**config.mk**
```make
export PLATFORM = sky130hd
export DESIGN_NAME = sst_core
export DESIGN_NICKNAME = d
export VERILOG_FILES = /design/src/hdl/sst_core.v /design/src/hdl/sst_divider.v
export VERILOG_INCLUDE_DIRS = /design/src /design/src/hdl
export SDC_FILE = /design/constraint.sdc
export NUM_CORES = 1
export LEC_CHECK = 0
export BUFFER_PORTS_ARGS = -buffer_cell sky130_fd_sc_hd__buf_2
export CAP_MARGIN = 10
export CORE_MARGIN = 2
export CORE_UTILIZATION = 41
export CTS_BUF_LIST = sky130_fd_sc_hd__clkbuf_16
export CTS_CLUSTER_DIAMETER = 200
export CTS_CLUSTER_SIZE = 25
export DETAILED_ROUTE_END_ITERATION = 10
export PLACE_DENSITY_LB_ADDON = 0.08
export SYNTH_ARGS = -nofsm -noshare
export SYNTH_HDL_FRONTEND = slang
export SYNTH_SLANG_ARGS = --single-unit
```
**constraint.sdc**
```tcl
create_clock -name CLK -period 4.3 [get_ports CLK]
set_input_delay 0.215 -clock CLK [delete_from_list [all_inputs] [get_ports CLK]]
set_output_delay 0.215 -clock CLK [all_outputs]
set_load 0.005 [all_outputs]
```
**src/hdl/sst_defines.vh**
```
// constants for the synchronous serial transmit block
`ifndef SST_DEFINES_VH
`define SST_DEFINES_VH
`define SST_CLK_EXT 3'h7
`define SST_MODE_TX 2'h0
`define SST_MODE_RX 2'h1
`define SST_DIV_W 12
`define SST_FC_HZ 16000000
`define SST_CLK_HZ 125000000
`define SST_EXT_MIN_NS 250
`define SST_EXT_MIN_CYC ((`SST_EXT_MIN_NS * (`SST_CLK_HZ / 1000000) + 999) / 1000)
`endif

```
**src/hdl/sst_core.v**
```verilog
// synchronous serial interface: clocking, bit order and transmit mode
`timescale 1ns/1ps
module sst_core
(
   input wire CLK,
   input wire RESET_N,
   input wire START_SET,
   input wire START_CLR,
   input wire FORCE_STOP_SET,
   input wire [1:0] XFER_MODE,
   input wire BIT_ORDER,
   input wire [2:0] CLK_SEL,
   input wire SLOW_SRC,
   input wire TX_WR,
   input wire [7:0] TX_DATA,
   input wire TX_ERR_CLR,
   input wire RX_ERR_CLR,
   input wire SERIAL_CLK_PIN_I,
   input wire SERIAL_IN_PIN,
   output reg SERIAL_CLK_PIN_O,
   output reg SERIAL_CLK_PIN_OE,
   output reg SERIAL_OUT_PIN,
   output reg START_CTL,
   output reg FORCE_STOP_CTL,
   output reg XFER_ACTIVE_FLAG,
   output reg PARTIAL_BYTE_FLAG,
   output reg TX_EMPTY_FLAG,
   output reg TX_ERROR_FLAG,
   output reg RX_ERROR_FLAG,
   output reg [7:0] RX_BUFFER,
   output reg SERIAL_IRQ
);
`include "sst_defines.vh"
   reg [7:0] tx_buf_r;
   reg [7:0] shift_r;
   reg [3:0] fall_cnt_r;
   reg loaded_r;
   reg irq_pend_r;
   reg sck_int_r;
   reg run_r;
   reg pin_s1_r;
   reg pin_s2_r;
   reg pin_d_r;
   reg [7:0] rx_shift_r;
   reg si_s1_r;
   reg si_s2_r;
   wire tick;
   wire ext_mode;
   wire tx_mode;
   wire ext_fall;
   wire ext_rise;
   wire int_fall;
   wire int_rise;
   wire fall;
   wire rise;
   wire out_bit;
   wire byte_done;

   assign ext_mode = (CLK_SEL == `SST_CLK_EXT);
   assign tx_mode = (XFER_MODE == `SST_MODE_TX);

   // two stage synchroniser then edge detect on the second stage
   always @(posedge CLK or negedge RESET_N)
   begin
      if (!RESET_N)
      begin
         pin_s1_r <= 1'b1;
         pin_s2_r <= 1'b1;
         pin_d_r <= 1'b1;
         si_s1_r <= 1'b1;
         si_s2_r <= 1'b1;
      end
      else
      begin
         pin_s1_r <= SERIAL_CLK_PIN_I;
         pin_s2_r <= pin_s1_r;
         pin_d_r <= pin_s2_r;
         // data pin delayed like the clock so both line up at the sampling edge
         si_s1_r <= SERIAL_IN_PIN;
         si_s2_r <= si_s1_r;
      end
   end

   // external edges count on any change of the synchronised pin, with no check of pulse width
   assign ext_fall = ext_mode & pin_d_r & ~pin_s2_r;
   assign ext_rise = ext_mode & ~pin_d_r & pin_s2_r;

   sst_divider sst_divider_i
   (
      .CLK(CLK),
      .RESET_N(RESET_N),
      .run(run_r),
      .sel(CLK_SEL),
      .slow_src(SLOW_SRC),
      .tick(tick)
   );

   assign int_fall = ~ext_mode & tick & sck_int_r;
   assign int_rise = ~ext_mode & tick & ~sck_int_r;
   assign fall = ext_fall | int_fall;
   assign rise = ext_rise | int_rise;
   assign byte_done = (fall_cnt_r == 4'h8);
   // bit order picks which end leaves first
   assign out_bit = BIT_ORDER ? shift_r[0] : shift_r[7];

   // internal clock runs only while a byte is loaded, otherwise waits high
   always @(posedge CLK or negedge RESET_N)
   begin
      if (!RESET_N)
      begin
         run_r <= 1'b0;
      end
      else if (FORCE_STOP_SET | ext_mode)
      begin
         run_r <= 1'b0;
      end
      else if (!run_r)
      begin
         // start only with data buffered, else auto-wait holds clock high
         run_r <= START_CTL & tx_mode & (~TX_EMPTY_FLAG | TX_WR);
      end
      else if (int_rise & byte_done & (TX_EMPTY_FLAG | ~START_CTL))
      begin
         run_r <= 1'b0;
      end
   end

   // control bits and buffer access
   always @(posedge CLK or negedge RESET_N)
   begin
      if (!RESET_N)
      begin
         START_CTL <= 1'b0;
         FORCE_STOP_CTL <= 1'b0;
         tx_buf_r <= 8'h00;
         TX_EMPTY_FLAG <= 1'b1;
         TX_ERROR_FLAG <= 1'b0;
         RX_ERROR_FLAG <= 1'b0;
         RX_BUFFER <= 8'h00;
      end
      else if (FORCE_STOP_SET)
      begin
         START_CTL <= 1'b0;
         FORCE_STOP_CTL <= 1'b1;
         tx_buf_r <= 8'h00;
         TX_EMPTY_FLAG <= 1'b1;
         TX_ERROR_FLAG <= 1'b0;
         RX_ERROR_FLAG <= 1'b0;
         RX_BUFFER <= 8'h00;
      end
      else
      begin
         FORCE_STOP_CTL <= 1'b0;
         if (START_SET)
            START_CTL <= 1'b1;
         else if (START_CLR)
            START_CTL <= 1'b0;
         // buffer moves to the shift register on load; set wins over write
         if (TX_WR & TX_EMPTY_FLAG)
         begin
            tx_buf_r <= TX_DATA;
            TX_EMPTY_FLAG <= 1'b0;
         end
         // a write with the buffer full is simply ignored
         if (rise & loaded_r)
            TX_EMPTY_FLAG <= 1'b1;
         // error set wins over a same-cycle clear; writing one never sets
         if (fall & ext_mode & tx_mode & START_CTL & XFER_ACTIVE_FLAG & fall_cnt_r == 4'h8
             & TX_EMPTY_FLAG & ~(TX_WR))
            TX_ERROR_FLAG <= 1'b1;
         else if (fall & ext_mode & tx_mode & START_CTL & ~XFER_ACTIVE_FLAG & TX_EMPTY_FLAG
                  & ~TX_WR)
            TX_ERROR_FLAG <= 1'b1;
         else if (TX_ERR_CLR)
            TX_ERROR_FLAG <= 1'b0;
         if (RX_ERR_CLR)
            RX_ERROR_FLAG <= 1'b0;
         if (rise & ~tx_mode & fall_cnt_r == 4'h8)
            RX_BUFFER <= BIT_ORDER ? {si_s2_r, rx_shift_r[7:1]}
                         : {rx_shift_r[6:0], si_s2_r};
      end
   end

   // shift engine: load on falling edge, shift out on falling, sample on rising
   always @(posedge CLK or negedge RESET_N)
   begin
      if (!RESET_N)
      begin
         shift_r <= 8'hFF;
         fall_cnt_r <= 4'h0;
         loaded_r <= 1'b0;
         XFER_ACTIVE_FLAG <= 1'b0;
         PARTIAL_BYTE_FLAG <= 1'b0;
         SERIAL_OUT_PIN <= 1'b1;
         irq_pend_r <= 1'b0;
         SERIAL_IRQ <= 1'b0;
         rx_shift_r <= 8'h00;
      end
      else if (FORCE_STOP_SET)
      begin
         shift_r <= 8'hFF;
         fall_cnt_r <= 4'h0;
         loaded_r <= 1'b0;
         XFER_ACTIVE_FLAG <= 1'b0;
         PARTIAL_BYTE_FLAG <= 1'b0;
         SERIAL_OUT_PIN <= 1'b1;
         irq_pend_r <= 1'b0;
         SERIAL_IRQ <= 1'b0;
         rx_shift_r <= 8'h00;
      end
      else
      begin
         SERIAL_IRQ <= 1'b0;
         if (rise)
         begin
            loaded_r <= 1'b0;
            if (loaded_r | TX_ERROR_FLAG)
               irq_pend_r <= 1'b1;
            rx_shift_r <= BIT_ORDER ? {si_s2_r, rx_shift_r[7:1]}
                          : {rx_shift_r[6:0], si_s2_r};
            if (byte_done & ~run_r & ~ext_mode)
               XFER_ACTIVE_FLAG <= 1'b0;
         end
         if (fall)
         begin
            if (irq_pend_r)
            begin
               SERIAL_IRQ <= 1'b1;
               irq_pend_r <= 1'b0;
            end
            if ((fall_cnt_r == 4'h0 | byte_done) & START_CTL & tx_mode)
            begin
               // new byte begins: back to back when buffered in time
               XFER_ACTIVE_FLAG <= 1'b1;
               PARTIAL_BYTE_FLAG <= 1'b1;
               fall_cnt_r <= 4'h1;
               if (!TX_EMPTY_FLAG)
               begin
                  shift_r <= BIT_ORDER ? {1'b1, tx_buf_r[7:1]} : {tx_buf_r[6:0], 1'b1};
                  SERIAL_OUT_PIN <= BIT_ORDER ? tx_buf_r[0] : tx_buf_r[7];
                  loaded_r <= 1'b1;
               end
               else
               begin
                  SERIAL_OUT_PIN <= 1'b1;
                  shift_r <= 8'hFF;
               end
            end
            else if (fall_cnt_r != 4'h0 & ~byte_done)
            begin
               fall_cnt_r <= fall_cnt_r + 4'h1;
               PARTIAL_BYTE_FLAG <= (fall_cnt_r != 4'h7);
               shift_r <= BIT_ORDER ? {1'b1, shift_r[7:1]} : {shift_r[6:0], 1'b1};
               SERIAL_OUT_PIN <= TX_ERROR_FLAG ? 1'b1 : out_bit;
            end
            else
            begin
               // start cleared: byte finished, stop and idle high
               fall_cnt_r <= 4'h0;
               XFER_ACTIVE_FLAG <= 1'b0;
               PARTIAL_BYTE_FLAG <= 1'b0;
               SERIAL_OUT_PIN <= 1'b1;
            end
         end
         if (TX_ERROR_FLAG)
            SERIAL_OUT_PIN <= 1'b1;
         if (~run_r & ~ext_mode & byte_done & ~START_CTL)
         begin
            fall_cnt_r <= 4'h0;
            XFER_ACTIVE_FLAG <= 1'b0;
            SERIAL_OUT_PIN <= 1'b1;
         end
      end
   end

   // internal serial clock toggles on divider ticks, parked high otherwise
   always @(posedge CLK or negedge RESET_N)
   begin
      if (!RESET_N)
      begin
         sck_int_r <= 1'b1;
         SERIAL_CLK_PIN_O <= 1'b1;
         SERIAL_CLK_PIN_OE <= 1'b0;
      end
      else
      begin
         if (!run_r)
            sck_int_r <= 1'b1;
         else if (tick)
            sck_int_r <= ~sck_int_r;
         SERIAL_CLK_PIN_O <= run_r & tick ? ~sck_int_r : (run_r ? sck_int_r : 1'b1);
         SERIAL_CLK_PIN_OE <= ~ext_mode;
      end
   end
endmodule // sst_core

```
**src/hdl/sst_divider.v**
```verilog
// serial clock divider: one-cycle half-period pulses at the selected rate
`timescale 1ns/1ps
module sst_divider
(
   input wire CLK,
   input wire RESET_N,
   input wire run,
   input wire [2:0] sel,
   input wire slow_src,
   output reg tick
);
`include "sst_defines.vh"
   reg [`SST_DIV_W-1:0] cnt_r;
   reg [3:0] expo;

   // half period of fc/2^n is 2^(n-1) input clocks
   always @*
   begin
      case (sel)
         3'h0: expo = slow_src ? 4'h5 : 4'hC;
         3'h1: expo = 4'h8;
         3'h2: expo = 4'h7;
         3'h3: expo = 4'h6;
         3'h4: expo = 4'h5;
         3'h5: expo = 4'h4;
         3'h6: expo = 4'h3;
         default: expo = 4'h3;
      endcase
   end

   // counter stops while idle so the first half period is full length
   always @(posedge CLK or negedge RESET_N)
   begin
      if (!RESET_N)
      begin
         cnt_r <= {`SST_DIV_W{1'b0}};
         tick <= 1'b0;
      end
      else if (!run)
      begin
         cnt_r <= {`SST_DIV_W{1'b0}};
         tick <= 1'b0;
      end
      else if (cnt_r >= ((12'h001 << (expo - 4'h1)) - 12'h001))
      begin
         cnt_r <= {`SST_DIV_W{1'b0}};
         tick <= 1'b1;
      end
      else
      begin
         cnt_r <= cnt_r + 12'h001;
         tick <= 1'b0;
      end
   end
endmodule // sst_divider

```
======== After elaboration in Yosys (flattened, before gate mapping) ========
Cells that the tools add are included.
storage, ports and cells
  bits in registers ....................... 69
  bits in latches ......................... 0
  bits in writable memories ............... 0
  ROM bits ................................ 0
  input port bits ......................... 25
  output and inout port bits .............. 19
  logic and storage cells ................. 188
  memories ................................ 0
cells by class
  add/subtract/negate cells ............... 4
  multipliers ............................. 0
  div/mod/pow operators ................... 0
  magnitude comparators ................... 1
  equal/unequal tests ..................... 9
  shift operators ......................... 1
  multiplexer cells ....................... 78
  bitwise logic cells ..................... 52
  reductions and logical operators ........ 16
operator list
  cell                                                    number
  2-to-1 mux 8 bit                                        14
  2-to-1 mux 1 bit                                        55
  bitwise AND 1 bit                                       34
  2-to-1 mux 12 bit                                       2
  2-to-1 mux 4 bit                                        6
  one-hot mux 4 bit (6 select lines)                      1
  adder 12 x 1 -> 12 bit (second input constant)          1
  >= comparator 12 bit                                    1
  nonzero test 3 bit                                      4
  nonzero test 4 bit                                      3
  << shifter 1 x 4 -> 12 bit (first input constant)       1
  subtractor 12 x 1 -> 12 bit (second input constant)     1
  NOT 1 bit                                               11
  nonzero test 2 bit                                      5
  equality test 3 bit (second input constant)             3
  OR 1 bit                                                7
  equality test 3 x 2 -> 1 bit (second input constant)    2
  adder 4 x 1 -> 4 bit (second input constant)            1
  equality test 4 bit (second input constant)             1
  logical NOT 4 bit                                       1
  inequality test 4 x 3 -> 1 bit (second input constant)  1
  subtractor 4 x 1 -> 4 bit (second input constant)       1
  equality test 3 x 1 -> 1 bit (second input constant)    1
  logical NOT 3 bit                                       1
  3 further kinds                                         3

======== Logic depth before layout (Yosys ltp) ========
  word-level depth ........................ 14
  gate-level depth with buffers ........... 17
  gate-level depth less buffers ........... 15

======== Modules after synthesis ========
Synthesis repeated with hierarchy kept, for this count alone.
unflattened totals
  cells, all modules ...................... 423
  area, all modules ....................... 4124.0 um^2
by module, submodules not included
  module       times used  cells each  area an instance (um^2)  seq. area each (um^2)
  sst_core     1           267         2872.8                   1397.6
  sst_divider  1           156         1251.2                   325.3

======== Worst setup path before layout ========
OpenSTA, ideal clock, no wires.
  path kind ............................... input to register
  from .................................... input port CLK_SEL[2]
  to ...................................... register sst_divider_i.cnt_r[3]
  setup time .............................. 0.132 ns
  data arrival time ....................... 2.911 ns
  required time ........................... 4.168 ns
  setup slack ............................. 1.257 ns
  stages on the path ...................... 17
  path buffers ............................ 2
  cells stage by stage .................... buf_6 inv_1 ha_1 o21ai_0 nor2_1 nand2_1 ha_1 and2_1 or3_1 nand4_1 ha_1 o21a_1 nor2_1 a41o_1 o21ai_0 clkbuf_1 nor2_1
between the ends
  cells in the longest elaborated chain, start to end .. 8
  elaborated cells between the ends (all ways) .. 13
  classes of those cells .................. add/sub (2); order compare (1); eq/ne (5); shift (1); mux (3); reduce/logical (1)
RTL lines
  item                                         RTL line          text
  start: declaration                           sst_core.v:12     input wire [2:0] CLK_SEL,
  equality test 3 bit (tied with other cells)  sst_divider.v:19  case (sel)
  one-hot mux 4 bit (6 select lines) (*)       sst_divider.v:19
  subtractor 4 x 1 -> 4 bit (*)                sst_divider.v:44  else if (cnt_r >= ((12'h001 << (expo - 4'h1)) - 12'h001))
  << shifter 1 x 4 -> 12 bit (*)               sst_divider.v:44
  subtractor 12 x 1 -> 12 bit (*)              sst_divider.v:44
  >= comparator 12 bit (*)                     sst_divider.v:44
  2-to-1 mux 12 bit (*)                        sst_divider.v:44
  2-to-1 mux 12 bit (*)                        sst_divider.v:39  else if (!run)
  end signal: assignment                       sst_divider.v:41  cnt_r <= {`SST_DIV_W{1'b0}};
  end signal: assignment                       sst_divider.v:46  cnt_r <= {`SST_DIV_W{1'b0}};
  end signal: assignment                       sst_divider.v:51  cnt_r <= cnt_r + 12'h001;
  end: declaration                             sst_divider.v:13  reg [`SST_DIV_W-1:0] cnt_r;
Mark *: on every way between the ends. The rest lies on a longest branch, timed or not.
A chain may end at the register's enable or synchronous reset.

======== Final worst setup path ========
  from .................................... input port CLK_SEL[2]
  to ...................................... register sst_divider_i.cnt_r[5]
The elaborated chain is that of the path after synthesis.

==> metrics.yaml <==
ys_seq_area_share_pct: 44.5
vias: 3014
path_buf_inv: 3
viasPerCell: 5.42
synth_cell_types: 69
grt_overflow: 0
endpoint_kind: "flop"
slew_violations: 0
period_minus_slack_ns: 3.03
ant_nets: 0
diodes: 0
ios: 44
maxCapViolCount: 0
postCtsSetupBuffers: 0
ys.warnings.count: 0
initial_core_util_pct: 42.1
hold_slack_ns: 0.101
post_cts_resized: 0
worst_pin_slew_ns: 1.23
setup_viol: 0
cts_tree: "yes"
fmax_mhz: 330
firstDrtPassIters: 4
grt_pass1_vias: 2896
clock_latency_ns: 0.33
path_cells: "buf_2 > inv_1 > ha_1 > o21ai_0 > nor2_1 > nand2_1 > ha_1 > nor2_1 > a21oi_1 > a2bb2oi_1 > ha_1 > o21ai_0 > nor2_1 > a211oi_1 > o21ai_0 > buf_4 > nor2_1"
cp_slowest_cell: "ha_1"
max-slew-margin-rel_pct: 17.0
cts.path.max_buffers: 2
dieArea_um2: 10200
worstPathArrival_ns: 3.29
grt_first_pass_wirelength_um: 14100
ir_drop_v: 0.000229
yosysTopAreaCellShare_pct: 32.9
drcViolationCount: 0
required_ns: 4.56
cellPowerDensity_nw_per_um2: 358
rows: 35
clk_pin_slew_worst_paths_ns: 0.06
antenna_found_initial: 0
r2r_slack_ns: 1.60
place_congestion: 0.818
avgSynthCellArea_um2: 9.62
post-route-period-util_pct: 70.4
hold_class: "in2reg"
die_w_um: 101
die_y_um: 101
coreArea_um2: 9200
synth_edf_count: 0
post_route_cells_drive_above_1_share_pct: 22.7
grt_max_degree: 61
crit_path_start_kind: "primary input"
path_class: "in2reg"
cts-root-buf: "clkbuf_16"
ys.flop_type: "dfrtp_1"
hpwlAfterDp_um: 5890
routed_wl_um: 8390
syn_inst: 403
crit_family: "compound AO/OA/AOI/OAI gates"
syn-num-nets: 447
cts_sinks: 68
status: "finished, final reports clean"
dp_cells: 537
htreeDepth: 3
cts-hold-fix-buffers: 3
initialDrtViolationCount: 176
stdcell_count: 556
p_leak_nw: 1.92
async_flop_share_pct: 100
area_delta_synth_final_pct: 14.4
yosysTopAreaCell: "dfrtp_1"
wl_per_cell_um: 15.1
synth_area_um2: 3870
crit_top_cell: "nor2_1"
hold_violations: 0
port_buffers: 41
synth_area_leaders: "dfrtp_1 33%, dfstp_2 12%, ha_1 6.1%, nor2_1 5.8%, nand2_1 3.6%"
rsz0062_at_grt: "false"
max_stage_delay_ns: 0.36
tns_ns: 0
crit_fanout: 12
layout.nets: 484
clock_skew_ns: 0.00662
ys_seq_elements: 68
numCtsBuffers: 9
grt_use_total_pct: 17.5
power breakdown:
group	leakage (nW)	switching (mW)	internal (mW)
combinational	0.896	0.0916	0.0607
sequential	0.877	0.0116	0.656
clock	0.145	0.307	0.459
registers in the layout, summed over array words and instances (netlist names), 4 cells and up:
name,flops
sst_divider_i.cnt_r,12
RX_BUFFER,8
rx_shift_r,8
shift_r,8
tx_buf_r,8
fall_cnt_r,4
cells in the mapped netlist, types with 2 or more instances:
cell type and n:
mux2i_1 9, or2_2 3, xor2_1 6, o2111ai_1 2, nor2b_1 4, a21oi_1 20, or3_1 3, o22ai_1 5
a211oi_1 14, o21ai_0 9, dfstp_2 17, clkbuf_1 8, o21ai_1 2, a41oi_1 3, o31a_1 2, nor3_1 11
xnor2_1 7, mux2_2 9, nand4_1 7, dfrtp_1 51, buf_6 7, buf_2 3, o221ai_1 4, a21o_1 2
ha_1 19, nand2b_1 5, o21a_1 2, nand2_1 37, o31ai_1 2, nand4b_1 2, nand3_1 15, inv_1 13
nor2_1 60, o211ai_1 5
cell type report:
class                           instances  area, µm²
Clock inverter                          7       82.6
Timing Repair Buffer                   46        250
Clock buffer                            9        225
Inverter                               14       52.6
Fill cell                             908       4760
Multi-Input combinational cell        301       1960
Sequential cell                        68       1720
Tap cell                              111        139
worst min-delay path, stage by stage:
cell and delay [ns]:
buf_2 0.07, a21oi_1 0.03, nor2_1 0.07
layout by cell type (no fill, tap or decap), types with 2 or more instances in the layout:
cell type / instances
o211ai_1: 5
a21oi_1: 20
nor2_1: 60
dlygate4sd3_1: 3
o22ai_1: 5
nand4_1: 7
o31ai_1: 2
dfrtp_1: 51
ha_1: 19
mux2_2: 9
clkinvlp_4: 2
a41oi_1: 3
nor2b_1: 4
buf_4: 2
inv_6: 3
dfstp_2: 17
or2_2: 3
a211oi_1: 14
xnor2_1: 7
o2111ai_1: 2
o21a_1: 2
a21o_1: 2
o31a_1: 2
mux2i_1: 9
o21ai_0: 9
nand2b_1: 5
inv_1: 13
clkbuf_16: 9
buf_2: 41
nor3_1: 11
nand3_1: 15
nand2_1: 37
o221ai_1: 4
o21ai_1: 2
nand4b_1: 2
or3_1: 3
xor2_1: 6
metal layers:
layer  vias up  wire length [µm]  track usage (%)
met2        46              3900             27.6
met1      1454              4150             24.3
li1       1509                 -                -
met4         0                74             4.99
met3         5               255             3.73
met5         -                 0                0
path summary, 6_finish.rpt:
| check | start | end | depth (start not counted) |
|---|---|---|---|
| max | CLK_SEL[2] | sst_divider_i.cnt_r[5] | 17 |
| min | START_SET | START_CTL | 3 |
| max reg2reg | fall_cnt_r[0] | fall_cnt_r[3] | 6 |
| min reg2reg | si_s1_r | si_s2_r | 0 |
| max in group asynchronous | RESET_N | FORCE_STOP_CTL | 3 |
| min in group asynchronous | RESET_N | run_r | 2 |
stage by stage:
stage | total power, mW | cell area (µm²) | utilization, % | worst slack [ns]
6_report | 1.59 | 4430 | 48.2 | 1.27
5_1_grt | 1.66 | 4430 | 48.2 | 0.927
4_1_cts | 1.61 | 4430 | 48.2 | 1.31
3_5_place_dp | 0.831 | 4090 | 44.5 | 0.957
3_3_place_gp | 0.828 | 4090 | 44.5 | 1.01
2_1_floorplan | 0.779 | 3870 | - | 1.26
cells by family after synthesis:
group           synth area share, %
simple gates                   19.4
mux                            5.68
other cells                  0.0968
fa+ha+maj                      6.39
buf+inv                        4.97
compound gates                 16.1
flops                          44.5
xor+xnor                       2.94
(Power assumes the default switching activity.)
